File: config.mk
export PLATFORM = sky130hd
export DESIGN_NAME = flash_protect
export DESIGN_NICKNAME = d
export VERILOG_FILES = /design/src/core/flash_protect.v /design/src/core/pin_sync.v
export VERILOG_INCLUDE_DIRS = /design/src /design/src/core
export SDC_FILE = /design/constraint.sdc
export NUM_CORES = 1
export LEC_CHECK = 0
export ABC_AREA = 1
export ABC_CLOCK_PERIOD_IN_PS = 3250
export BUFFER_PORTS_ARGS = -buffer_cell sky130_fd_sc_hd__buf_2
export CAP_MARGIN = 5
export CORE_ASPECT_RATIO = 2
export CORE_MARGIN = 10
export CORE_UTILIZATION = 39
export DETAILED_ROUTE_END_ITERATION = 10
export GPL_TIMING_DRIVEN = 0
export SETUP_SLACK_MARGIN = 0.5
export SLEW_MARGIN = 5
export SYNTH_ARGS = -nofsm -noshare
export SYNTH_HDL_FRONTEND = slang
export SYNTH_SLANG_ARGS = --single-unit
File: constraint.sdc
create_clock -name I_CLK -period 3.25 [get_ports I_CLK]
set_input_delay 0.65 -clock I_CLK [delete_from_list [all_inputs] [get_ports I_CLK]]
set_output_delay 0.65 -clock I_CLK [all_outputs]
set_load 0.02 [all_outputs]
File: src/core/flash_protect_defines.vh
// constants for the serial flash write-protection block
`ifndef FLASH_PROTECT_DEFINES_VH
`define FLASH_PROTECT_DEFINES_VH

// =====================================================
// register port offsets
`define REG_STATUS 2'h0
`define REG_MODE 2'h1
`define REG_SECURITY 2'h2
`define REG_CONTROL 2'h3

// =====================================================
// status byte layout (status write data and status readback)
`define ST_WR_DISABLE 7
`define ST_QUAD 6
`define ST_BP_HI 5
`define ST_BP_LO 2
`define ST_LATCH 1

// =====================================================
// mode, security and control bit positions
`define MODE_DPD 0
`define MODE_SECURED 1
`define MODE_LOCKSEL 2
`define SEC_FACTORY 0
`define SEC_CUSTOMER 1
`define CTL_FACTORY 0
`define CTL_LOCKSEL 1

// =====================================================
// array geometry and erase spans
`define TOP_BLOCK 8'hFF
`define BOT_BLOCK 8'h00
`define SPAN_4K 2'h0
`define SPAN_32K 2'h1
`define SPAN_64K 2'h2
`define ADDR_BYTES 3'h4
`define SERIAL_LAST 9'h00F

`endif

File: src/core/flash_protect.v
// serial flash write-protection: latch, protect levels, locks, secured area
//
// Our own choices: the address-and-strobe port and the address map.
`timescale 1ns/10ps
`include "flash_protect_defines.vh"
module flash_protect #(
   parameter [7:0] OP_SET_LATCH = 8'h06,
   parameter [7:0] OP_CLR_LATCH = 8'h04,
   parameter [7:0] OP_STATUS_WR = 8'h01,
   parameter [7:0] OP_QUAD_PROG = 8'h38,
   parameter [7:0] OP_SECTOR_ERASE = 8'h20,
   parameter [7:0] OP_BLOCK32_ERASE = 8'h52,
   parameter [7:0] OP_PAGE_PROG = 8'h12,
   parameter [7:0] OP_CONT_PROG = 8'h13,
   parameter [7:0] OP_BLOCK64_ERASE = 8'h14,
   parameter [7:0] OP_CHIP_ERASE = 8'h15,
   parameter [7:0] OP_SINGLE_LOCK = 8'h16,
   parameter [7:0] OP_SINGLE_UNLOCK = 8'h17,
   parameter [7:0] OP_CHIP_LOCK = 8'h18,
   parameter [7:0] OP_CHIP_UNLOCK = 8'h19,
   parameter [7:0] OP_LOCK_MODE = 8'h1A,
   parameter [7:0] OP_ENTER_SECURED = 8'h1B,
   parameter [7:0] OP_EXIT_SECURED = 8'h1C,
   parameter [7:0] OP_SECURITY_WR = 8'h1D,
   parameter [7:0] OP_SLEEP = 8'h1E,
   parameter [7:0] OP_WAKE = 8'h1F,
   parameter [7:0] OP_SIGNATURE = 8'h21
) (
   input wire I_CLK,
   input wire I_RST_B,
   input wire I_SCLK,
   input wire I_CS_B,
   input wire I_SI,
   input wire I_WP_B,
   input wire [1:0] I_ADDR,
   input wire [7:0] I_WDATA,
   input wire I_WR,
   input wire I_RD,
   output reg [7:0] O_RDATA,
   output reg O_WRITE_ENABLE_LATCH,
   output reg O_OP_VALID,
   output reg [7:0] O_OP_CODE,
   output reg [23:0] O_OP_ADDR,
   output reg [7:0] O_OP_DATA,
   output reg O_OP_OTP,
   output reg O_REJECT
);

   // =====================================================
   // pin synchronisers and edge detection
   wire [3:0] pins_s;
   wire sclk_s = pins_s[0];
   wire cs_b_s = pins_s[1];
   wire si_s = pins_s[2];
   wire wp_b_s = pins_s[3];
   reg sclk_d_r;
   reg cs_b_d_r;

   pin_sync #(.W(4), .RST_VAL(4'hA)) pin_sync_inst (
      .i_clk(I_CLK),
      .i_rst_b(I_RST_B),
      .i_d({I_WP_B, I_SI, I_CS_B, I_SCLK}),
      .o_q(pins_s)
   );

   wire sclk_rise = sclk_s & ~sclk_d_r & ~cs_b_s;
   wire cs_rise = cs_b_s & ~cs_b_d_r;
   wire cs_fall = ~cs_b_s & cs_b_d_r;

   // =====================================================
   // serial byte assembly
   reg [6:0] shift_r;
   reg [2:0] bit_cnt_r;
   reg [2:0] byte_cnt_r;
   reg [7:0] cmd_r;
   reg [23:0] addr_r;
   reg [7:0] data_r;
   wire [7:0] byte_nxt = {shift_r, si_s};

   always @(posedge I_CLK or negedge I_RST_B) begin
      if (!I_RST_B) begin
         sclk_d_r <= 1'b0;
         cs_b_d_r <= 1'b1;
         shift_r <= 7'h00;
         bit_cnt_r <= 3'h0;
         byte_cnt_r <= 3'h0;
         cmd_r <= 8'h00;
         addr_r <= 24'h000000;
         data_r <= 8'h00;
      end else begin
         sclk_d_r <= sclk_s;
         cs_b_d_r <= cs_b_s;
         if (cs_fall) begin
            bit_cnt_r <= 3'h0;
            byte_cnt_r <= 3'h0;
         end else if (sclk_rise) begin
            shift_r <= byte_nxt[6:0];
            bit_cnt_r <= bit_cnt_r + 3'h1;
            if (bit_cnt_r == 3'h7) begin
               if (byte_cnt_r != 3'h7) begin
                  byte_cnt_r <= byte_cnt_r + 3'h1;
               end
               if (byte_cnt_r == 3'h0) begin
                  cmd_r <= byte_nxt;
               end else if (byte_cnt_r < `ADDR_BYTES) begin
                  addr_r <= {addr_r[15:0], byte_nxt};
               end else if (byte_cnt_r == `ADDR_BYTES) begin
                  data_r <= byte_nxt;
               end
            end
         end
      end
   end

   // =====================================================
   // protection state
   reg write_enable_latch_r;
   reg [3:0] bp_r;
   reg status_write_disable_r;
   reg quad_r;
   reg dpd_r;
   reg secured_r;
   reg lock_mode_r;
   reg factory_lock_r;
   reg cust_lock_r;
   reg [255:0] blk_lock_r;
   reg [15:0] sec_lo_r;
   reg [15:0] sec_hi_r;
   reg [7:0] last_cmd_r;

   // guard pin only counts while not used as a data lane
   wire hw_lock = status_write_disable_r & ~wp_b_s & ~quad_r;
   wire addr_ok = (byte_cnt_r >= `ADDR_BYTES);
   wire any_lock = (|blk_lock_r) | (|sec_lo_r) | (|sec_hi_r);

   // protect-level decode for one 64K block
   function bp_hit;
      input [7:0] blk;
      input [3:0] bp;
      begin
         if (bp[3]) begin
            bp_hit = 1'b1;
         end else if (bp[2:0] == 3'h0) begin
            bp_hit = 1'b0;
         end else begin
            bp_hit = ({1'b0, blk} >= (9'h100 - (9'h001 << bp[2:0])));
         end
      end
   endfunction

   // individual lock lookup over the span touched by an operation
   function lock_hit;
      input [23:0] a;
      input [1:0] span;
      reg [15:0] secs;
      reg [15:0] mask;
      begin
         secs = (a[23:16] == `BOT_BLOCK) ? sec_lo_r : sec_hi_r;
         mask = 16'h0000;
         if (span == `SPAN_64K) begin
            mask = 16'hFFFF;
         end else if (span == `SPAN_32K) begin
            mask = a[15] ? 16'hFF00 : 16'h00FF;
         end else begin
            mask = 16'h0001 << a[15:12];
         end
         if (a[23:16] == `BOT_BLOCK || a[23:16] == `TOP_BLOCK) begin
            lock_hit = |(secs & mask);
         end else begin
            lock_hit = blk_lock_r[a[23:16]];
         end
      end
   endfunction

   // individual locks replace protect levels only in lock mode
   function prot_hit;
      input [23:0] a;
      input [1:0] span;
      begin
         if (lock_mode_r) begin
            prot_hit = lock_hit(a, span);
         end else begin
            prot_hit = bp_hit(a[23:16], bp_r);
         end
      end
   endfunction

   // =====================================================
   // command classification
   wire is_prog = (cmd_r == OP_PAGE_PROG) | (cmd_r == OP_QUAD_PROG) |
      (cmd_r == OP_CONT_PROG);
   wire is_erase = (cmd_r == OP_SECTOR_ERASE) | (cmd_r == OP_BLOCK32_ERASE) |
      (cmd_r == OP_BLOCK64_ERASE);
   wire [1:0] span = (cmd_r == OP_BLOCK64_ERASE) ? `SPAN_64K :
      (cmd_r == OP_BLOCK32_ERASE) ? `SPAN_32K : `SPAN_4K;
   wire is_single = (cmd_r == OP_SINGLE_LOCK) | (cmd_r == OP_SINGLE_UNLOCK);
   wire lock_val = (cmd_r == OP_SINGLE_LOCK);
   wire edge_blk = (addr_r[23:16] == `BOT_BLOCK) | (addr_r[23:16] == `TOP_BLOCK);

   // =====================================================
   // command execution at end of frame
   always @(posedge I_CLK or negedge I_RST_B) begin
      if (!I_RST_B) begin
         write_enable_latch_r <= 1'b0;
         bp_r <= 4'h0;
         status_write_disable_r <= 1'b0;
         quad_r <= 1'b0;
         dpd_r <= 1'b0;
         secured_r <= 1'b0;
         lock_mode_r <= 1'b0;
         factory_lock_r <= 1'b0;
         cust_lock_r <= 1'b0;
         blk_lock_r <= {256{1'b0}};
         sec_lo_r <= 16'h0000;
         sec_hi_r <= 16'h0000;
         last_cmd_r <= 8'h00;
         O_OP_VALID <= 1'b0;
         O_OP_CODE <= 8'h00;
         O_OP_ADDR <= 24'h000000;
         O_OP_DATA <= 8'h00;
         O_OP_OTP <= 1'b0;
         O_REJECT <= 1'b0;
      end else begin
         O_OP_VALID <= 1'b0;
         O_REJECT <= 1'b0;
         // one-time straps from the register port
         if (I_WR && I_ADDR == `REG_CONTROL) begin
            if (I_WDATA[`CTL_FACTORY]) begin
               factory_lock_r <= 1'b1;
            end
            if (I_WDATA[`CTL_LOCKSEL]) begin
               lock_mode_r <= 1'b1;
            end
         end
         if (cs_rise) begin
            if (bit_cnt_r != 3'h0 || byte_cnt_r == 3'h0) begin
               O_REJECT <= 1'b1;
            end else if (dpd_r && cmd_r != OP_WAKE && cmd_r != OP_SIGNATURE) begin
               O_REJECT <= 1'b1;
            end else begin
               last_cmd_r <= cmd_r;
               if (cmd_r == OP_SET_LATCH) begin
                  write_enable_latch_r <= 1'b1;
               end else if (cmd_r == OP_CLR_LATCH) begin
                  write_enable_latch_r <= 1'b0;
               end else if (cmd_r == OP_STATUS_WR) begin
                  if (write_enable_latch_r && byte_cnt_r >= 3'h2) begin
                     quad_r <= addr_r[`ST_QUAD];
                     if (!hw_lock) begin
                        bp_r <= addr_r[`ST_BP_HI:`ST_BP_LO];
                        status_write_disable_r <= addr_r[`ST_WR_DISABLE];
                     end
                  end else begin
                     O_REJECT <= 1'b1;
                  end
                  write_enable_latch_r <= 1'b0;
               end else if (is_prog || is_erase) begin
                  write_enable_latch_r <= 1'b0;
                  if (!write_enable_latch_r || !addr_ok) begin
                     O_REJECT <= 1'b1;
                  end else if (secured_r) begin
                     // serial number words and locked area stay fixed
                     if (is_erase || factory_lock_r || cust_lock_r ||
                         addr_r[8:0] <= `SERIAL_LAST) begin
                        O_REJECT <= 1'b1;
                     end else begin
                        O_OP_VALID <= 1'b1;
                        O_OP_OTP <= 1'b1;
                        O_OP_CODE <= cmd_r;
                        O_OP_ADDR <= {15'h0000, addr_r[8:0]};
                        O_OP_DATA <= data_r;
                     end
                  end else if (prot_hit(addr_r, span)) begin
                     O_REJECT <= 1'b1;
                  end else begin
                     O_OP_VALID <= 1'b1;
                     O_OP_OTP <= 1'b0;
                     O_OP_CODE <= cmd_r;
                     O_OP_ADDR <= addr_r;
                     O_OP_DATA <= data_r;
                  end
               end else if (cmd_r == OP_CHIP_ERASE) begin
                  write_enable_latch_r <= 1'b0;
                  if (write_enable_latch_r && bp_r == 4'h0 && !secured_r &&
                      !(lock_mode_r && any_lock)) begin
                     O_OP_VALID <= 1'b1;
                     O_OP_OTP <= 1'b0;
                     O_OP_CODE <= cmd_r;
                     O_OP_ADDR <= 24'h000000;
                     O_OP_DATA <= 8'h00;
                  end else begin
                     O_REJECT <= 1'b1;
                  end
               end else if (is_single) begin
                  write_enable_latch_r <= 1'b0;
                  if (!write_enable_latch_r || !lock_mode_r || !addr_ok) begin
                     O_REJECT <= 1'b1;
                  end else if (edge_blk && addr_r[23:16] == `BOT_BLOCK) begin
                     sec_lo_r[addr_r[15:12]] <= lock_val;
                  end else if (edge_blk) begin
                     sec_hi_r[addr_r[15:12]] <= lock_val;
                  end else begin
                     blk_lock_r[addr_r[23:16]] <= lock_val;
                  end
               end else if (cmd_r == OP_CHIP_LOCK || cmd_r == OP_CHIP_UNLOCK) begin
                  write_enable_latch_r <= 1'b0;
                  if (write_enable_latch_r && lock_mode_r) begin
                     blk_lock_r <= {256{cmd_r == OP_CHIP_LOCK}};
                     sec_lo_r <= {16{cmd_r == OP_CHIP_LOCK}};
                     sec_hi_r <= {16{cmd_r == OP_CHIP_LOCK}};
                  end else begin
                     O_REJECT <= 1'b1;
                  end
               end else if (cmd_r == OP_LOCK_MODE) begin
                  if (write_enable_latch_r) begin
                     lock_mode_r <= 1'b1;
                  end else begin
                     O_REJECT <= 1'b1;
                  end
               end else if (cmd_r == OP_ENTER_SECURED) begin
                  secured_r <= 1'b1;
               end else if (cmd_r == OP_EXIT_SECURED) begin
                  secured_r <= 1'b0;
               end else if (cmd_r == OP_SECURITY_WR) begin
                  write_enable_latch_r <= 1'b0;
                  if (write_enable_latch_r) begin
                     cust_lock_r <= 1'b1;
                  end else begin
                     O_REJECT <= 1'b1;
                  end
               end else if (cmd_r == OP_SLEEP) begin
                  dpd_r <= 1'b1;
               end else if (cmd_r == OP_WAKE || cmd_r == OP_SIGNATURE) begin
                  dpd_r <= 1'b0;
               end else begin
                  O_REJECT <= 1'b1;
               end
            end
         end
      end
   end

   // =====================================================
   // register port readback, data valid one cycle after the strobe
   always @(posedge I_CLK or negedge I_RST_B) begin
      if (!I_RST_B) begin
         O_RDATA <= 8'h00;
         O_WRITE_ENABLE_LATCH <= 1'b0;
      end else begin
         O_WRITE_ENABLE_LATCH <= write_enable_latch_r;
         O_RDATA <= 8'h00;
         if (I_RD) begin
            case (I_ADDR)
               `REG_STATUS: begin
                  O_RDATA <= {status_write_disable_r, quad_r, bp_r, write_enable_latch_r, 1'b0};
               end
               `REG_MODE: begin
                  O_RDATA <= {5'h00, lock_mode_r, secured_r, dpd_r};
               end
               `REG_SECURITY: begin
                  O_RDATA <= {6'h00, cust_lock_r, factory_lock_r};
               end
               `REG_CONTROL: begin
                  O_RDATA <= last_cmd_r;
               end
               default: begin
                  O_RDATA <= 8'h00;
               end
            endcase
         end
      end
   end
endmodule

File: src/core/pin_sync.v
// two-flop synchroniser for pins entering the core clock domain
`timescale 1ns/10ps
module pin_sync #(
   parameter W = 1,
   parameter [W-1:0] RST_VAL = {W{1'b0}}
) (
   input wire i_clk,
   input wire i_rst_b,
   input wire [W-1:0] i_d,
   output wire [W-1:0] o_q
);
   reg [W-1:0] s1_r;
   reg [W-1:0] s2_r;

   always @(posedge i_clk or negedge i_rst_b) begin
      if (!i_rst_b) begin
         s1_r <= RST_VAL;
         s2_r <= RST_VAL;
      end else begin
         s1_r <= i_d;
         s2_r <= s1_r;
      end
   end

   assign o_q = s2_r;
endmodule

==> impl.org <==
** Synth
- Synthesized area :: about 0.025 mm2
- Synthesis produced 3500 cells.
- Synthesized-area fraction occupied by ao, oa, aoi and oai cells :: 23.6%
- Number of enable flip-flop cells after synthesis :: 0
- Warnings, synthesis :: 0
- Count of state elements after synthesis :: roughly 420
- Largest cells by area after synthesis :: dfrtp_1 (42%), nand2_1 (13%), o21ai_0 (8.9%)
- In the synthesized netlist the async set-or-reset flop fraction comes to between 90% and 100%.
- Mapped Nets :: about 3500
- The synthesized netlist devotes 24.5% of its cell area to simple gates.
- dfrtp_1 takes more of the synthesized area than any other cell.
- Summing the areas of all fa, ha and maj instances in the mapped netlist gives 0.705% of the synthesized area.
- Summing the areas of all xor and xnor instances in the mapped netlist gives 0% of the synthesized area.
- Top_reg_cell synth :: dfrtp_1
- By area, the combinational part of the netlist is dominated by simple AND/OR/NAND/NOR gates.
- Of the post-synthesis cell area, the part taken by muxes is 0.589%.
- After synthesis, flip-flops and latches occupy 42.6% of the total area.
- Averaged over all synthesized cells, the footprint is 7.10 um2.
- Proportion of netlist area held by the largest area contributor :: between 40% and 50%
- Yosys mapped the design onto 46 distinct sky130hd cell types.

** Global route
- Maximum number of pins on one net before global-route repair :: 106
- Global route total overflow :: 0
- The via count of the first global-routing pass was 26400.
- For this run, the total global-route usage over all layers was measured as 29.8%.
- The first global-routing pass estimated 166 mm of wire.
- Number of antenna violations at the first check in global routing :: 0

** Route
- Number of vias in the routed layout :: 26800
- Using the TritonRoute via totals, the vias-per-cell ratio works out to roughly 5.9.
- Drt first pass iters :: 6
- The routed design has 114 mm of wire.
- Once detail routing completed, the nets flagged for antenna violations numbered 0.
- The detailed router finished its first iteration with 2582 violations.
- Wire per inst :: 25.0 um
- In the routed design, unresolved DRC markers number 0.

** STA
- The total count of hold-check failures in the final report came to 0.
- Worst-Margin Slew :: roughly 1.4 ns
- The worst path needs about 3.1 ns of the cycle, external delays included.
- RSZ-0062 raised after global routing :: yes
- Relative slew slack :: 5.93%
- Slack of the critical path :: 0.155 ns
- Setup violations remaining at the end of the flow were counted as 0.
- Fraction of the cycle the final worst path needs :: 95.2%
- Max Fclk :: 0.323 GHz
- Post-Route Skew :: 0.0203 ns
- Max-slew violations :: 0

** Power
- Share of power burned in registers :: 49.1%
- P_int :: 8.22 mW
- Summed over all cells, the static leakage comes to roughly 13 nW.
- Sum of internal, switching and leakage power :: 10.9 mW
- Net switching fraction of the power :: 24.5%
- Switching pwr :: 2.66 mW
- Per report_power, the combinational group accounts for 2.8% of the total.
- Peak supply drop :: 0.453 mV
- Of the total power, the clock network draws 48.1%.
- In this run the power density over the cells is between 300 and 400 mW/mm2.

** Setup path
- The worst setup path is captured at a register.
- Worst path arrival time :: 3.59 ns
- In this run the worst path has a maximum fanout of 8.
- Worst setup path class :: register to register
- Type of element launching the critical path :: register
- Data on the critical path is required at its endpoint by around 3.7 ns.

** Clock network
- # clock sinks :: roughly 420
- At the later pin of the worst-skew pair, clock insertion delay measures 0.61 ns.
- In this run, post-CTS hold repair placed 0 buffers.
- The H-tree was split into 2 levels.
- Clock tree synthesis selected as its root buffer the cell clkbuf_16.
- TritonCTS built the clock tree.
- Total clock buffers created by CTS :: 42
- Clock-pin slew was measured on the worst setup and hold paths at 0.07 ns.
- Number of buffers on the longest clock path :: 3

** Placement
- At the end of routability-driven placement, the weighted congestion stood at 1.03.
- Total instance count after detailed placement :: ~4400
- The count of buffers added on input and output ports is 63.
- Summed over all nets, the half-perimeter wirelength after detailed placement is 78.3 mm.
- Cell area after placement :: 0.0263 mm2
- Setup WS pre-CTS :: -0.867 ns

** Cells and area
- Post-route standard cell area excluding fillers :: 0.0316 mm2
- Cells with a size suffix above 1 make up about a fifth of the layout.
- Counting the fill cells in the layout gives 6081.
- Layout net count :: 3774
- Number of standard cells in the final layout excluding fillers :: between 4000 and 5000
- The area growth from synthesis to layout is 26.9%.

** Floorplanning
- During I/O placement, the number of pins put on the boundary was 70.
- Effective utilization at floorplan :: 39.5%
- The floorplan step set the die height to ~380 um.
- The floorplan step defined a core boundary enclosing 0.0629 mm2.
- Horizontal die dimension :: 199 um
- Row count :: 130
- The die covers 0.0748 mm2.

** Run
- Number of violations of the max-capacitance limit :: 0

** Status
- The flow ran to the end, and the final reports show no timing, DRC or antenna violations.

** Min path
- The path class of the tightest hold or removal check is primary input to asynchronous set/reset pin.
path summary, 6_finish.rpt:
| check | start | endpoint | slack, ns | depth (start not counted) |
|---|---|---|---|---|
| setup reg to reg | addr_r[16]$_DFFE_PN0P_ | O_OP_ADDR[16]$_DFFE_PN0P_ | 0.15 | 22 |
| hold / removal | I_RST_B | sec_hi_r[7]$_DFFE_PN0P_ | 0.003 | 1 |
| setup / recovery | addr_r[16]$_DFFE_PN0P_ | O_OP_ADDR[16]$_DFFE_PN0P_ | 0.15 | 22 |
| min in group I_CLK | I_WP_B | pin_sync_inst.s1_r[3]$_DFF_PN1_ | 0.14 | 1 |
| hold reg to reg | pin_sync_inst.s1_r[2]$_DFF_PN0_ | pin_sync_inst.o_q[2]$_DFF_PN0_ | 0.36 | 0 |
| max in group asynchronous | I_RST_B | addr_r[16]$_DFFE_PN0P_ | 1.79 | 3 |
layer usage:
metal  wire (um)  share of wire [%]  track usage (%)  vias to the layer above
li1            -                  -                -                    12200
met1       36800                 32             29.2                    12800
met2       57600                 50             52.1                     1270
met3        7160                6.3             4.71                      562
met4       12700                 11             28.6                        0
met5           0                  0                0                        -
cells in the mapped netlist, types with 2 or more instances:
cell,n
nand2_1,831
nor2_1,447
o21ai_0,444
dfrtp_1,418
a21oi_1,300
inv_1,264
o21ai_1,156
clkbuf_1,128
a211oi_1,83
nand3_1,73
o21ai_2,60
nor4_1,57
buf_2,49
nand4_1,37
buf_1,17
o211ai_1,15
ha_1,14
inv_2,11
nor3_1,11
buf_6,8
clkbuf_2,8
mux2_2,8
nand2_2,7
o31ai_1,7
buf_4,5
dfstp_2,5
mux2_1,5
nor2_2,5
and3_1,3
nand2_4,3
nor2_4,3
nand3b_1,2
nor3_2,2
nor3_4,2
worst max-delay path, cell delays in order, from the launching register on:
cell	delay [ns]
dfrtp_2	0.44
buf_6	0.14
buf_16	0.15
buf_16	0.18
buf_12	0.15
nand3_2	0.06
nand4_1	0.13
nand2_1	0.10
nand2_2	0.08
o21ai_2	0.17
nand2_2	0.13
nor2_2	0.10
nor2_1	0.05
nor2_1	0.13
nand2_2	0.10
nand3_2	0.10
nand2_4	0.07
nand2_8	0.13
nand2_8	0.14
buf_12	0.17
buf_16	0.13
nand2_2	0.05
o21ai_2	0.04
state kept, by name, summed over array words and instances, names as in the netlist, 7 cells and up:
name and count:
O_OP_ADDR 24, O_OP_CODE 8, O_OP_DATA 8, O_RDATA 8
addr_r 24, blk_lock_r 256, cmd_r 8, data_r 8
last_cmd_r 8, sec_hi_r 16, sec_lo_r 16, shift_r 7
metrics by stage:
step                      setup TNS [ns]  hold slack (ns)  util [%]
final                                  0          0.00335      50.1
after global routing                   0           0.0615      50.1
after CTS                              0           0.0458      46.9
after detailed placement         -154.49            0.342      41.8
after global placement          -3342.73            0.334      41.6
after floorplan                        0            0.331         -
cell usage in the layout, fill, tap and decap left out, drive strengths merged, types with 2 or more instances in the layout:
cell      count
nor2        456
nand2       842
ha           14
buf         269
dfrtp       418
bufinv        3
clkinv       13
a211oi       83
o211ai       15
mux2         13
and3          3
a21oi       300
nor3         15
o21ai       660
nand3        74
nand3b        2
bufbuf        2
o31ai         7
inv         273
clkinvlp      5
nand4        37
clkbuf      198
nor4         57
dfstp         5
cells by family (layout without fill, tap and decap cells):
kind of cell / after synthesis / after routing
and+or+nand+nor: 1488 / 1489
AOI/OAI and AO/OA: 1070 / 1070
buffers and inverters: 491 / 763
DFF: 423 / 423
adders and majority gates: 14 / 14
muxes: 13 / 13
other: 1 / 2
layout make-up:
cell class | instances | area, um2 | area share, %
plain buffers | 215 | 1780 | 5.64
well taps | 792 | 991 | 3.14
repair buffers | 197 | 2090 | 6.63
multi-input cells | 2587 | 13600 | 43.1
diodes | 1 | 2.50 | 0.00793
inverters | 276 | 1090 | 3.44
flip-flops and latches | 423 | 10600 | 33.6
clock buffers | 57 | 1200 | 3.80
clock inverters | 18 | 196 | 0.623
repair_timing:
item / 4_1_cts / 5_1_grt
endpoints found under the setup margin: 369 / 366
setup buffers: 50 / 50
cloned: 15 / 16
pin swaps: 35 / 103
resized for setup: 371 / 391
power by group through the flow:
stage / Combinational (mW) / Sequential (mW) / Clock, mW
after CTS: 0.308 / 5.34 / 5.25
after global placement: 0.275 / 5.44 / 0
after floorplan: 0.110 / 5.43 / 0
final: 0.308 / 5.34 / 5.23
after detailed placement: 0.295 / 5.44 / 0
after global routing: 0.350 / 5.34 / 5.46
No activity file was read; power rests on OpenSTA's default activity.
